==> src/rtl/fpt_pkg.sv <==
package fpt_pkg;
  // System clock rate in hertz.
  localparam int CLK_HZ = 200_000_000;
  // Nominal fan PWM repetition rate in hertz.
  localparam int PWM_HZ = 18;
  // Duty steps in one PWM period, one per percent.
  localparam int PWM_STEPS = 100;
  // Cycles per duty step.
  localparam int PWM_STEP_CYC = CLK_HZ / PWM_HZ / PWM_STEPS;
  // Measurement window in milliseconds and in cycles.
  localparam int WIN_MS = 125;
  localparam int WIN_CYC = CLK_HZ / 1000 * WIN_MS;
  // Start-up stagger delay in milliseconds and in cycles.
  localparam int STAG_MS = 500;
  localparam int STAG_CYC = CLK_HZ / 1000 * STAG_MS;
  // Number of fan channels.
  localparam int NFAN = 4;
  // Full power level.
  localparam logic [6:0] LVL_FULL = 7'h64;
  // Register byte offsets.
  localparam logic [7:0] OFS_POWER = 8'h00;
  localparam logic [7:0] OFS_CFG = 8'h04;
  localparam logic [7:0] OFS_TMO = 8'h08;
  localparam logic [7:0] OFS_GLI = 8'h0C;
  localparam logic [7:0] OFS_SPEED = 8'h10;
  localparam logic [7:0] OFS_STS = 8'h14;
  localparam logic [7:0] OFS_MSK = 8'h18;
  localparam logic [7:0] OFS_STATE = 8'h1C;
  // Values after reset.
  localparam logic [31:0] TMO_RST = 32'h1010_1010;
  localparam logic [31:0] GLI_RST = 32'h0101_0101;
  // Cycle after reset release at which boot levels are loaded.
  localparam logic [1:0] BOOT_WAIT = 2'h2;
endpackage : fpt_pkg

==> src/rtl/fpt_fan_ctrl.sv <==
`timescale 1ns/1ps
// Contract
// - four fan channels, output and tach each
// - duty cycle follows power level 0..100
// - PWM period is eighteen hertz
// - count tach edges over 125 ms
// - fans measured in rotation, 125 ms each
// - reporting fan forced on at window start
// - hold on until glitch delay, two edges
// - stretched pulse ends within 125 ms
// - fail-safe forces full power on timeout
// - boot level is full or saved
// - fans started one per 500 ms; a zero-level fan costs no delay
module fpt_fan_ctrl #(
  parameter int STEP_CYC = fpt_pkg::PWM_STEP_CYC,
  parameter int WIN_CYC = fpt_pkg::WIN_CYC,
  parameter int STAG_CYC = fpt_pkg::STAG_CYC
) (
  // Clock and reset.
  input wire logic core_clk_i,
  input wire logic resetn_i,
  // APB register port.
  input wire logic apb_psel_i,
  input wire logic apb_penable_i,
  input wire logic apb_pwrite_i,
  input wire logic [7:0] apb_paddr_i,
  input wire logic [31:0] apb_pwdata_i,
  output logic [31:0] apb_prdata_o,
  output logic apb_pready_o,
  output logic apb_pslverr_o,
  // Fan switches and tachometers.
  input wire logic [fpt_pkg::NFAN-1:0] fan_tach_i,
  output logic [fpt_pkg::NFAN-1:0] fan_on_o,
  // Boot straps.
  input wire logic boot_saved_i,
  input wire logic [27:0] boot_level_i,
  // Interrupt.
  output logic irq_o
);
  import fpt_pkg::*;

  // Limits a written level to full power.
  function automatic logic [6:0] clamp_lvl(input logic [7:0] v);
    clamp_lvl = (v > {1'b0, LVL_FULL}) ? LVL_FULL : v[6:0];
  endfunction : clamp_lvl

  // Synchroniser stages for pins.
  logic [3:0] ts1_reg, ts2_reg, ts3_reg;
  logic [28:0] bs1_reg, bs2_reg;
  // Register file: levels, enables, timeouts, glitch delays, status, mask and read data.
  logic [27:0] pow_reg, pow_next;
  logic [3:0] rep_reg, rep_next, fse_reg, fse_next;
  logic [31:0] tmo_reg, tmo_next, gli_reg, gli_next, prd_reg, prd_next;
  logic [7:0] sts_reg, sts_next, msk_reg, msk_next;
  logic err_reg, err_next;
  // PWM timebase.
  logic [26:0] pre_reg, pre_next;
  logic [6:0] step_reg, step_next;
  // Measurement.
  logic [26:0] win_reg, win_next;
  logic [1:0] slot_reg, slot_next;
  logic [7:0] edg_reg, edg_next, gl_reg, gl_next;
  logic [3:0] str_reg, str_next;
  logic [31:0] spd_reg, spd_next;
  // Fail-safe.
  logic [31:0] fsc_reg, fsc_next;
  logic [3:0] fs_reg, fs_next;
  // Start-up sequence.
  logic [1:0] ld_reg, ld_next;
  logic [2:0] seq_reg, seq_next;
  logic [26:0] stc_reg, stc_next;
  logic [3:0] on_reg, on_next, fan_reg, fan_next;
  // Shared strobes.
  logic wr_w, setup_w, pw_upd, tick_w, win_end_w, ld_w, run_w;
  logic [3:0] done_w, trip_w;
  logic [7:0] clr_w;
  logic [6:0] lvl_w [NFAN];
  logic [3:0] edge_w;

  assign setup_w = apb_psel_i & ~apb_penable_i;
  assign wr_w = apb_psel_i & apb_penable_i & apb_pwrite_i;
  assign tick_w = pre_reg == 27'(STEP_CYC - 1);
  assign win_end_w = win_reg == 27'(WIN_CYC - 1);
  assign ld_w = ld_reg == BOOT_WAIT;
  assign run_w = (ld_reg == 2'h3) && !seq_reg[2];
  assign edge_w = ts2_reg & ~ts3_reg;
  assign apb_pready_o = 1'b1;
  assign apb_prdata_o = prd_reg;
  assign apb_pslverr_o = err_reg;
  assign fan_on_o = fan_reg;
  assign irq_o = |(sts_reg & msk_reg);

  // Effective level per fan, full power while the fail-safe holds.
  always_comb begin
    for (int i = 0; i < NFAN; i++) begin
      lvl_w[i] = fs_reg[i] ? LVL_FULL : pow_reg[7*i +: 7];
    end
  end

  // Pin synchronisers; logic reads the second stage, and the third stage for tach edge detection.
  always_ff @(posedge core_clk_i) begin
    ts1_reg <= fan_tach_i;
    ts2_reg <= ts1_reg;
    ts3_reg <= ts2_reg;
    bs1_reg <= {boot_saved_i, boot_level_i};
    bs2_reg <= bs1_reg;
  end

  // Register writes, boot load, status and read data.
  always_comb begin
    {pow_next, rep_next, fse_next, tmo_next} = {pow_reg, rep_reg, fse_reg, tmo_reg};
    {gli_next, msk_next, prd_next, err_next} = {gli_reg, msk_reg, prd_reg, err_reg};
    clr_w = 8'h00;
    pw_upd = 1'b0;
    // Boot level is loaded once after reset release.
    if (ld_w) begin
      for (int i = 0; i < NFAN; i++) begin
        pow_next[7*i +: 7] = bs2_reg[28] ? clamp_lvl({1'b0, bs2_reg[7*i +: 7]}) : LVL_FULL;
      end
    end
    // Writes take effect in the access phase.
    if (wr_w) begin
      case (apb_paddr_i)
        OFS_POWER: begin
          for (int i = 0; i < NFAN; i++) begin
            pow_next[7*i +: 7] = clamp_lvl(apb_pwdata_i[8*i +: 8]);
          end
          pw_upd = 1'b1;
        end
        OFS_CFG: begin
          rep_next = apb_pwdata_i[3:0];
          fse_next = apb_pwdata_i[11:8];
        end
        OFS_TMO: tmo_next = apb_pwdata_i;
        OFS_GLI: gli_next = apb_pwdata_i;
        OFS_STS: clr_w = apb_pwdata_i[7:0];
        OFS_MSK: msk_next = apb_pwdata_i[7:0];
        default: ;
      endcase
    end
    // A new event wins over a clear in the same cycle.
    sts_next = (sts_reg & ~clr_w) | {trip_w, done_w};
    // Read data is prepared in the setup phase.
    if (setup_w) begin
      err_next = 1'b0;
      prd_next = 32'h0000_0000;
      case (apb_paddr_i)
        OFS_POWER: begin
          for (int i = 0; i < NFAN; i++) begin
            prd_next[8*i +: 8] = {1'b0, pow_reg[7*i +: 7]};
          end
        end
        OFS_CFG: prd_next = {20'h0_0000, fse_reg, 4'h0, rep_reg};
        OFS_TMO: prd_next = tmo_reg;
        OFS_GLI: prd_next = gli_reg;
        OFS_SPEED: prd_next = spd_reg;
        OFS_STS: prd_next = {24'h00_0000, sts_reg};
        OFS_MSK: prd_next = {24'h00_0000, msk_reg};
        OFS_STATE: prd_next = {24'h00_0000, on_reg, fs_reg};
        default: err_next = 1'b1;
      endcase
    end
  end

  // PWM timebase: STEP_CYC cycles per step, 100 steps per period.
  always_comb begin
    pre_next = tick_w ? 27'h000_0000 : pre_reg + 27'h000_0001;
    step_next = step_reg;
    if (tick_w) begin
      step_next = (step_reg == 7'(PWM_STEPS - 1)) ? 7'h00 : step_reg + 7'h01;
    end
  end

  // Measurement window rotating over the fans.
  always_comb begin
    win_next = win_end_w ? 27'h000_0000 : win_reg + 27'h000_0001;
    slot_next = slot_reg;
    edg_next = edg_reg;
    gl_next = gl_reg;
    str_next = str_reg;
    spd_next = spd_reg;
    done_w = 4'h0;
    if (win_end_w) begin
      // Store the edge count and move to the next fan.
      spd_next[8*slot_reg +: 8] = edg_reg;
      done_w[slot_reg] = rep_reg[slot_reg];
      slot_next = slot_reg + 2'h1;
      edg_next = 8'h00;
      gl_next = 8'h00;
      // Any stretch ends with its window.
      str_next = 4'h0;
      str_next[slot_next] = rep_reg[slot_next];
    end else begin
      // Counters saturate rather than wrap.
      if (edge_w[slot_reg] && edg_reg != 8'hFF) begin
        edg_next = edg_reg + 8'h01;
      end
      if (tick_w && gl_reg != 8'hFF) begin
        gl_next = gl_reg + 8'h01;
      end
      // Release the stretch once filtered and two edges seen.
      if (edg_reg >= 8'h02 && gl_reg >= gli_reg[8*slot_reg +: 8]) begin
        str_next[slot_reg] = 1'b0;
      end
    end
  end

  // Fail-safe timers, counted in measurement windows.
  always_comb begin
    fsc_next = fsc_reg;
    fs_next = fs_reg;
    trip_w = 4'h0;
    if (pw_upd) begin
      fsc_next = 32'h0000_0000;
      fs_next = 4'h0;
    end else begin
      for (int i = 0; i < NFAN; i++) begin
        if (!fse_reg[i]) begin
          fsc_next[8*i +: 8] = 8'h00;
        end else if (win_end_w && !fs_reg[i]) begin
          if (fsc_reg[8*i +: 8] == tmo_reg[8*i +: 8]) begin
            fs_next[i] = 1'b1;
            trip_w[i] = 1'b1;
          end else begin
            fsc_next[8*i +: 8] = fsc_reg[8*i +: 8] + 8'h01;
          end
        end
      end
    end
  end

  // Start-up sequence and the switch outputs.
  always_comb begin
    ld_next = (ld_reg == 2'h3) ? ld_reg : ld_reg + 2'h1;
    seq_next = seq_reg;
    stc_next = stc_reg;
    on_next = on_reg;
    if (run_w) begin
      if (stc_reg == 27'h000_0000) begin
        on_next[seq_reg[1:0]] = 1'b1;
        // Only a fan with a nonzero level costs a delay.
        if (lvl_w[seq_reg[1:0]] != 7'h00) begin
          stc_next = 27'h000_0001;
        end else begin
          seq_next = seq_reg + 3'h1;
        end
      end else if (stc_reg == 27'(STAG_CYC - 1)) begin
        stc_next = 27'h000_0000;
        seq_next = seq_reg + 3'h1;
      end else begin
        stc_next = stc_reg + 27'h000_0001;
      end
    end
    for (int i = 0; i < NFAN; i++) begin
      fan_next[i] = on_reg[i] & (str_reg[i] | (step_reg < lvl_w[i]));
    end
  end

  // State registers with synchronous reset.
  always_ff @(posedge core_clk_i) begin
    if (!resetn_i) begin
      // Everything clears except the timeouts and glitch delays.
      {pow_reg, rep_reg, fse_reg, sts_reg, msk_reg, prd_reg, err_reg} <= '0;
      tmo_reg <= TMO_RST;
      gli_reg <= GLI_RST;
      {pre_reg, step_reg, win_reg, slot_reg, edg_reg, gl_reg, str_reg, spd_reg} <= '0;
      {fsc_reg, fs_reg, ld_reg, seq_reg, stc_reg, on_reg, fan_reg} <= '0;
    end else begin
      {pow_reg, rep_reg, fse_reg} <= {pow_next, rep_next, fse_next};
      {tmo_reg, gli_reg, sts_reg} <= {tmo_next, gli_next, sts_next};
      {msk_reg, prd_reg, err_reg} <= {msk_next, prd_next, err_next};
      {pre_reg, step_reg, win_reg} <= {pre_next, step_next, win_next};
      {slot_reg, edg_reg, gl_reg} <= {slot_next, edg_next, gl_next};
      {str_reg, spd_reg, fsc_reg} <= {str_next, spd_next, fsc_next};
      {fs_reg, ld_reg, seq_reg} <= {fs_next, ld_next, seq_next};
      {stc_reg, on_reg, fan_reg} <= {stc_next, on_next, fan_next};
    end
  end
endmodule : fpt_fan_ctrl

==> config.mk <==
export PLATFORM = sky130hd
export DESIGN_NAME = fpt_fan_ctrl
export DESIGN_NICKNAME = d
export VERILOG_FILES = /design/src/rtl/fpt_pkg.sv /design/src/rtl/fpt_fan_ctrl.sv
export SDC_FILE = /design/constraint.sdc
export NUM_CORES = 1
export LEC_CHECK = 0
export BUFFER_PORTS_ARGS = -buffer_cell sky130_fd_sc_hd__buf_2
export CAP_MARGIN = 20
export CORE_MARGIN = 3
export CORE_UTILIZATION = 56
export DETAILED_ROUTE_END_ITERATION = 10
export GPL_TIMING_DRIVEN = 0
export PLACE_DENSITY = 0.75
export SLEW_MARGIN = 10
export SYNTH_ARGS = -nofsm -noshare
export SYNTH_HDL_FRONTEND = slang
export SYNTH_SLANG_ARGS = --single-unit
==> constraint.sdc <==
create_clock -name core_clk_i -period 4.8 [get_ports core_clk_i]
set_input_delay 0.96 -clock core_clk_i [delete_from_list [all_inputs] [get_ports core_clk_i]]
set_output_delay 0.96 -clock core_clk_i [all_outputs]
set_load 0.005 [all_outputs]
==> results of run 1 <==
[cell usage after synthesis (24+ instances only)]
cell	number
xnor2_1	33
ha_1	59
mux2i_1	28
nor3_1	24
clkbuf_1	95
nand2_1	300
and3_1	32
dfxtp_1	410
nor2_1	218
a22o_1	41
xor2_1	101
nand4_1	46
a21oi_1	159
inv_1	36
nand3_1	85
o21ai_0	82
nor4_1	30
a22oi_1	31
[power by group through the flow]
| stage | registers [uW] | logic (uW) | clock network, uW |
|---|---|---|---|
| 2_1_floorplan | 3580 | 273 | 0 |
| 3_3_place_gp | 3630 | 428 | 0 |
| 3_5_place_dp | 3630 | 440 | 0 |
| 4_1_cts | 3550 | 447 | 3800 |
| 5_1_grt | 3560 | 500 | 3950 |
| 6_report | 3560 | 459 | 3770 |
[per-layer routing]
layer  part of all wire (%)  GRT usage (%)
met1                     40           43.0
met2                     45           53.7
met4                    5.6           15.9
met3                    9.4           6.64
met5                 0.0085              0
[kinds of logic (layout without fill, tap and decap cells)]
family	Yosys count	in the layout	share of synthesized area (%)
buffers and inverters	141	334	3.01
xor gates and xnor gates	134	134	6.47
other	1	1	0.0207
adders and majority gates	59	59	4.07
and+or+nand+nor	863	863	22.5
AOI/OAI and AO/OA	432	432	15.6
muxes	42	42	3.10
DFF	410	410	45.2
[how the worst max path moves through the flow]
stage / to / slack [ps] / cells past startpoint
final: sts_reg[7]$_SDFF_PN0_ / 150 / 10
after global routing: sts_reg[7]$_SDFF_PN0_ / 160 / 10
after CTS: sts_reg[7]$_SDFF_PN0_ / 380 / 10
after detailed placement: sts_reg[7]$_SDFF_PN0_ / -180 / 10
after global placement: sts_reg[7]$_SDFF_PN0_ / -150 / 10
after floorplan: str_reg[0]$_SDFFE_PN0P_ / 1880 / 11
[worst max-delay path: stages]
cell and delay, ps:
buf_2 100, and3_1 170, clkbuf_1 270, nand4_1 330
clkbuf_1 470, and2_0 570, clkbuf_1 740, nand2_1 370
nor4_1 930, a31o_2 200
[stage by stage]
stage	instances	setup WS, ps
CTS	2677	381
floorplan	2082	1880
global placement	2599	-150
global route	2677	161
detailed placement	2599	-182
finish	2677	147
[area by class of cell]
| cell class | instances | share of cell area (%) |
|---|---|---|
| inverter | 36 | 0.648 |
| sequential | 410 | 39.4 |
| clock buffer | 57 | 6.05 |
| tap | 402 | 2.41 |
| clock inverter | 21 | 1.76 |
| timing repair buffer | 115 | 2.76 |
| multi-input combinational | 1531 | 45.0 |
| buffer | 105 | 1.97 |
==> metrics, run 1 <==
most frequent cells in the layout 410 x dfxtp_1, 300 x nand2_1, 218 x nor2_1; Crit. End Element flip-flop; Clock Tree Buf Depth 3; worst hold endpoint bs2_reg[8]$_DFF_P_; Seq cells post-synth a little over 400; first-pass GRT wire length about 89 mm; P&R area growth vs syn 14.9%; fin util roughly 66%; CTS resizes 0; R2R depth 6; status complete, no violations; register area share after synthesis a little under half; most common cell after layout, fill and taps aside dfxtp_1; hold_ws around 320 ps; FF+latch area around 8200 sq um; critical path class input port to flip-flop; Final Net Count between 2000 and 2500; relative slew slack 30.5%; ys async rst share 0%; Worst-Margin Slew 1030 ps; clk_lat worst skew 550 ps; Hold Buf Count CTS 0; die width 186 um; Wirelength per Cell between 20 and 25 um; Diodes inserted 0; total design power between 7000 and 8000 uW; FF-to-FF Start win_reg[23]$_SDFF_PP0_; initial antenna violation count 1; dpl hpwl approximately 44 mm; Synth Flop Type dfxtp_1; cts bufs inserted 43; share of cells above drive strength 1 around a tenth; Synth Warn # 0; largest net degree at the start of global routing 16; Switching Share a little under a quarter; VDD IR-drop max a little over 400 uV; fill cell count approximately 2600; Worst setup startpoint apb_pwrite_i; Routed Antenna Nets 0; Synth area leaders dfxtp_1 45%, nand2_1 6.2%, xor2_1 4.9%, nor2_1 4.5%, a21oi_1 4.4%; syn avg cell area between 8 and 9 sq um; Reg clk slew, reported paths roughly 60 ps; cell area after synthesis ~18000 sq um; area of the multi-input gates roughly 9400 sq um; setup_tns 0 ps; Post-Syn Instances 2082; number of synthesized flops with an enable pin 0; root buffer cell clkbuf_16; area leader, netlist dfxtp_1; Final min period ~4700 ps; gpl congestion between 1 and 1.5; Comb power frac approximately 6%; # setup viols final 0; cell row count 65; GRT Total Usage between 30 and 40%; GRT overflow 0; Critical Path Source Type input port; Hold Crit Class flip-flop to flip-flop; Crit Path Max Fanout 10; 1st-iter DRT viols around 1800; reg2reg setup slack around 990 ps; dpl cell area 19200 sq um; CP required 5290 ps; IO Port Bufs approximately 120; vias per inst between 6 and 7; initial core utilization between 50% and 60%; beginning of the worst hold path bs1_reg[8]$_DFF_P_; DIE AREA between 30000 and 40000 sq um; htree depth 2; Clock Skews 14.9 ps; pwr dens roughly 370 nW/um^2; hold-critical path depth 0; TritonCTS clock tree built; final hold violations 0; Clk pwr share about 48%; Final Cycle Share around 97%; top achievable clock speed roughly 210 MHz; DRC viols 0; Mapped Nets approximately 2200; Synth cell types between 70 and 80; Switch Pwr around 1800 uW; crit path DAT ~5100 ps; Slew Viols, Final 0; fin area roughly 21000 sq um; RSZ-0062 raised after global routing no; RR Endpoint sts_reg[7]$_SDFF_PN0_; core region area 31700 sq um; I/O pin total about 120; Yosys top cell area share between 40% and 50%; Leakage 0.00786 uW; # clock sinks around 400; final WL about 59 mm; sequential share of power 45.7%; DR vias about 17000; Internal Power 6020 uW; setup repair bufs after CTS 0; number of global-route vias before repair approximately 16000; Detailed Routing Iterations Pass 1 9; Die Span Y 186 um; max_cap viols 0
Note: power is estimated with default switching activity, not from simulation.
==> inputs of run 2 (changes only) <==
- CORE_ASPECT_RATIO: unset -> 1.5
==> metrics, run 2 (same netlist as run 1, synthesis figures left out) <==
area of the multi-input gates approximately 9400 sq um; die width 153 um; P&R area growth vs syn 14.0%; GRT overflow 0; initial antenna violation count 0; wire length on met2 29.5 mm; Diodes inserted 0; core region area 31900 sq um; dpl hpwl roughly 46 mm; crit path DAT 4990 ps; largest net degree at the start of global routing 16; Slew Viols, Final 0; initial core utilization 56.8%; Worst-Margin Slew 1060 ps; htree depth 2; critical path's slowest cell clkbuf_1; Critical Path End fs_reg[3]$_SDFFE_PP0P_; DIE AREA approximately 35000 sq um; CTS resizes 0; DP Cell Count 2607; VDD IR-drop max 268 uV; Crit. End Element flip-flop; # clock sinks between 400 and 500; Crit Path Max Fanout 10; vias per inst about 6.2; routed length on met1 between 20 and 25 mm; max_cap viols 0; critical path's top delay family simple AND/OR/NAND/NOR gates; Final min period approximately 4500 ps; clk_lat worst skew ~570 ps; Detailed Routing Iterations Pass 1 6; Hold Crit Class flip-flop to flip-flop; pwr dens around 360 nW/um^2; gpl congestion roughly 1.1; cts bufs inserted 40; fin area a little over 20000 sq um; cell row count 80; top layer in use met4; Wirelength per Cell between 20 and 25 um; worst stage delay on the critical path approximately 800 ps; 1st-iter DRT viols 1435; setup_tns 0 ps; crit path cell chain buf_2 > and3_1 > clkbuf_1 > nand4_1 > clkbuf_1 > and2_0 > clkbuf_1 > nand2_1 > nor4_1 > a21o_1; Worst setup startpoint apb_pwrite_i; cell mode on critical path clkbuf_1; hold_ws approximately 320 ps; Critical Path Source Type input port; number of global-route vias before repair 16000; Hold Buf Count CTS 0; share of cells above drive strength 1 9.96%; DRC viols 0; CP required 5290 ps; Layout Cells excl Fill 2680; final WL between 60 and 70 mm; final hold violations 0; RR Endpoint str_reg[0]$_SDFFE_PN0P_; most common cell after layout, fill and taps aside dfxtp_1; DR vias approximately 17000; most frequent cells in the layout 410 x dfxtp_1, 300 x nand2_1, 218 x nor2_1; Reg clk slew, reported paths roughly 60 ps; top achievable clock speed 222 MHz; first-pass GRT wire length between 90 and 100 mm; root buffer cell clkbuf_16; Crit. path cell count 10; Final Cycle Share a little over nine tenths; GRT Total Usage 34.1%; Clock Skews about 27 ps; Clock Tree Buf Depth 3; setup repair bufs after CTS 0; FF-to-FF Start slot_reg[0]$_SDFFE_PN0P_; status complete, no violations; critical path class input port to flip-flop; IO Port Bufs between 100 and 150; Final Net Count ~2400; met3 routed WL between 4 and 5 mm; TritonCTS clock tree built; dpl cell area about 19000 sq um; RSZ-0062 raised after global routing no; Die Span Y around 230 um; FF+latch area around 8200 sq um; R2R depth 11; # setup viols final 0; beginning of the worst hold path bs1_reg[22]$_DFF_P_; Leakage 0.00777 uW; Routed Antenna Nets 0; fill cell count 2741; relative slew slack 28.4%; reg2reg setup slack roughly 1200 ps; I/O pin total 117; Buffers & Inverters on Critical Path 4
[run 2: changes by cell type in the layout (fill, tap and decap cells not counted)]
cell	before	now
bufinv_16	10	7
inv_6	0	3
clkbuf_16	45	41
clkbuf_1	98	99
clkbuf_8	9	7
clkinv_4	1	2
clkinv_2	7	6
[run 2: per-layer routing]
layer / vias up / GRT usage [%]
li1: 7673 / -
met1: 7906 / 37.7
met2: 848 / 59.4
met3: 284 / 4.89
met4: 0 / 25.3
met5: - / 0
[run 2: layout make-up]
| class | instances | area share (%) |
|---|---|---|
| clock inverters | 21 | 1.48 |
| plain buffers | 105 | 1.98 |
| repair buffers | 115 | 2.78 |
| clock buffers | 52 | 5.50 |
| flip-flops and latches | 410 | 39.7 |
| inverters | 36 | 0.653 |
| multi-input cells | 1531 | 45.4 |
| well taps | 410 | 2.48 |
[run 2: worst min-delay path by stage]
stage / depth (start not counted) / endpoint
final: 0 / bs2_reg[22]$_DFF_P_
after global routing: 0 / bs2_reg[15]$_DFF_P_
after CTS: 0 / bs2_reg[22]$_DFF_P_
after detailed placement: 0 / ts2_reg[1]$_DFF_P_
after global placement: 0 / bs2_reg[25]$_DFF_P_
after floorplan: 0 / bs2_reg[0]$_DFF_P_
[run 2: where the power goes]
group / total (uW) / internal, uW / switching (uW)
logic: 459 / 158 / 301
registers: 3560 / 3470 / 88.7
clock network: 3450 / 2060 / 1390
[run 2: per-stage QoR]
stage	total power (uW)	utilization, %	setup WS (ps)
after global routing	7660	64.8	285
after detailed placement	4080	60.2	-93.7
after floorplan	3860	-	1880
final	7470	64.8	296
after CTS	7490	64.8	488
after global placement	4060	60.2	-30.4
==> inputs of run 3 (changes only) <==
- PLACE_DENSITY: 0.75 -> 0.8
==> metrics, run 3 (same netlist as run 1, synthesis figures left out) <==
worst hold endpoint bs2_reg[20]$_DFF_P_; final WL approximately 60 mm; share of cells above drive strength 1 approximately a tenth; Final min period approximately 4600 ps; top achievable clock speed roughly 220 MHz; first-pass GRT wire length 91.1 mm; P&R area growth vs syn 13.9%; number of global-route vias before repair around 16000; Buffers & Inverters on Critical Path 4; gpl congestion 1.05; htree depth 2; Critical Path Source Type input port; crit path DAT 5100 ps; setup_tns 0 ps; VDD IR-drop max 244 uV; Final Net Count approximately 2400; DIE AREA ~35000 sq um; crit path cell chain buf_2 > and3_1 > clkbuf_1 > nand4_1 > clkbuf_1 > and2_0 > clkbuf_1 > nand2_1 > nor4_1 > a21o_1; R2R depth 6; largest net degree at the start of global routing 18; RSZ-0062 raised after global routing no; Crit Path Max Fanout 10; relative slew slack 32.7%; total design power roughly 7400 uW; initial core utilization between 50% and 60%; Die Span Y 226 um; core region area 31900 sq um; critical path's slowest cell nor4_1; hold-critical path depth 0; vias per inst roughly 6.2; CTS resizes 0; RR Endpoint fs_reg[3]$_SDFFE_PP0P_; cts bufs inserted between 40 and 50; final hold violations 0; Routed Antenna Nets 0; GRT overflow 0; Hold Buf Count CTS 0; Hold Crit Class flip-flop to flip-flop; Diodes inserted 0; 1st-iter DRT viols between 1500 and 2000; IO Port Bufs between 100 and 150; Clock Skews 21.5 ps; critical path's top delay family simple AND/OR/NAND/NOR gates; DRC viols 0; Layout Cells excl Fill 2683; Detailed Routing Iterations Pass 1 8; pwr dens 358 nW/um^2; Leakage between 0.007 and 0.008 uW; Most Crowded Layer GR met2; initial antenna violation count 1; most frequent cells in the layout 410 x dfxtp_1, 300 x nand2_1, 218 x nor2_1; met2 GRT Util approximately 58%; FF-to-FF Start win_reg[23]$_SDFF_PP0_; Slew Viols, Final 0; # setup viols final 0; DP Cell Count 2607; critical path class input port to flip-flop; status complete, no violations; DR vias 16700; Clock Tree Buf Depth 3; max_cap viols 0; met1 GRT Util a little over a third; reg2reg setup slack between 1000 and 1500 ps; fin area around 21000 sq um; I/O pin total around 120; clk_lat worst skew 560 ps; hold_ws around 330 ps; met3 GRT Util under 10%; dpl cell area 19200 sq um; root buffer cell clkbuf_16; cell row count 80; most common cell after layout, fill and taps aside dfxtp_1; GRT Total Usage 33.6%; CP required about 5300 ps; beginning of the worst hold path bs1_reg[20]$_DFF_P_; Worst-Margin Slew 1000 ps; Crit. End Element flip-flop; cell mode on critical path clkbuf_1; dpl hpwl about 45 mm; Reg clk slew, reported paths ~70 ps; TritonCTS clock tree built; setup repair bufs after CTS 0; worst stage delay on the critical path 770 ps; die width around 150 um; Wirelength per Cell about 23 um; # clock sinks 410; Final Cycle Share 96.3%
## run 3: changes by cell type in the layout (fill, tap and decap cells not counted), sizes merged
cell and delta:
bufinv -3, clkbuf +1, clkinvlp +6, inv -1
## run 3: worst register-to-register path, stage by stage (launching register included)
cell	delay, ps
dfxtp_1	330
nor4b_1	560
nand4_2	700
nor2_2	610
nand2_1	320
nor4_1	780
a21o_1	240
## run 3: area by class of cell
type,count,area [sq um]
Fill cell,2698,11300
Buffer,105,410
Clock buffer,53,1170
Timing Repair Buffer,115,576
Multi-Input combinational cell,1531,9390
Clock inverter,23,264
Inverter,36,135
Sequential cell,410,8210
Tap cell,410,513
## run 3: routing by layer
metal | vias up | part of all wire, %
met1 | 7928 | 35
met5 | - | 0.012
met3 | 283 | 7.1
met4 | 2 | 10
li1 | 7679 | -
met2 | 798 | 48
## run 3: worst max path at each step
stage                              from                 endpoint  slack (ps)  cells past startpoint
2_1_floorplan  slot_reg[0]$_SDFFE_PN0P_  str_reg[0]$_SDFFE_PN0P_        1880                     11
3_3_place_gp               apb_pwrite_i   fs_reg[3]$_SDFFE_PP0P_         -70                     10
3_5_place_dp               apb_pwrite_i   fs_reg[3]$_SDFFE_PP0P_        -180                     10
4_1_cts                    apb_pwrite_i   fs_reg[3]$_SDFFE_PP0P_         400                     10
5_1_grt                    apb_pwrite_i   fs_reg[3]$_SDFFE_PP0P_         270                     10
6_report                   apb_pwrite_i   fs_reg[3]$_SDFFE_PP0P_         180                     10
## run 3: where the power goes
group / switching, uW / total (uW) / internal, uW
sequential: 90.0 / 3560 / 3470
clock: 1410 / 3380 / 1970
combinational: 301 / 458 / 157
## run 3: metrics by stage
stage / utilization (%) / worst slack (ps)
floorplan: - / 1880
global placement: 60.2 / -74.6
detailed placement: 60.2 / -175
CTS: 64.7 / 402
global route: 64.7 / 267
finish: 64.7 / 176
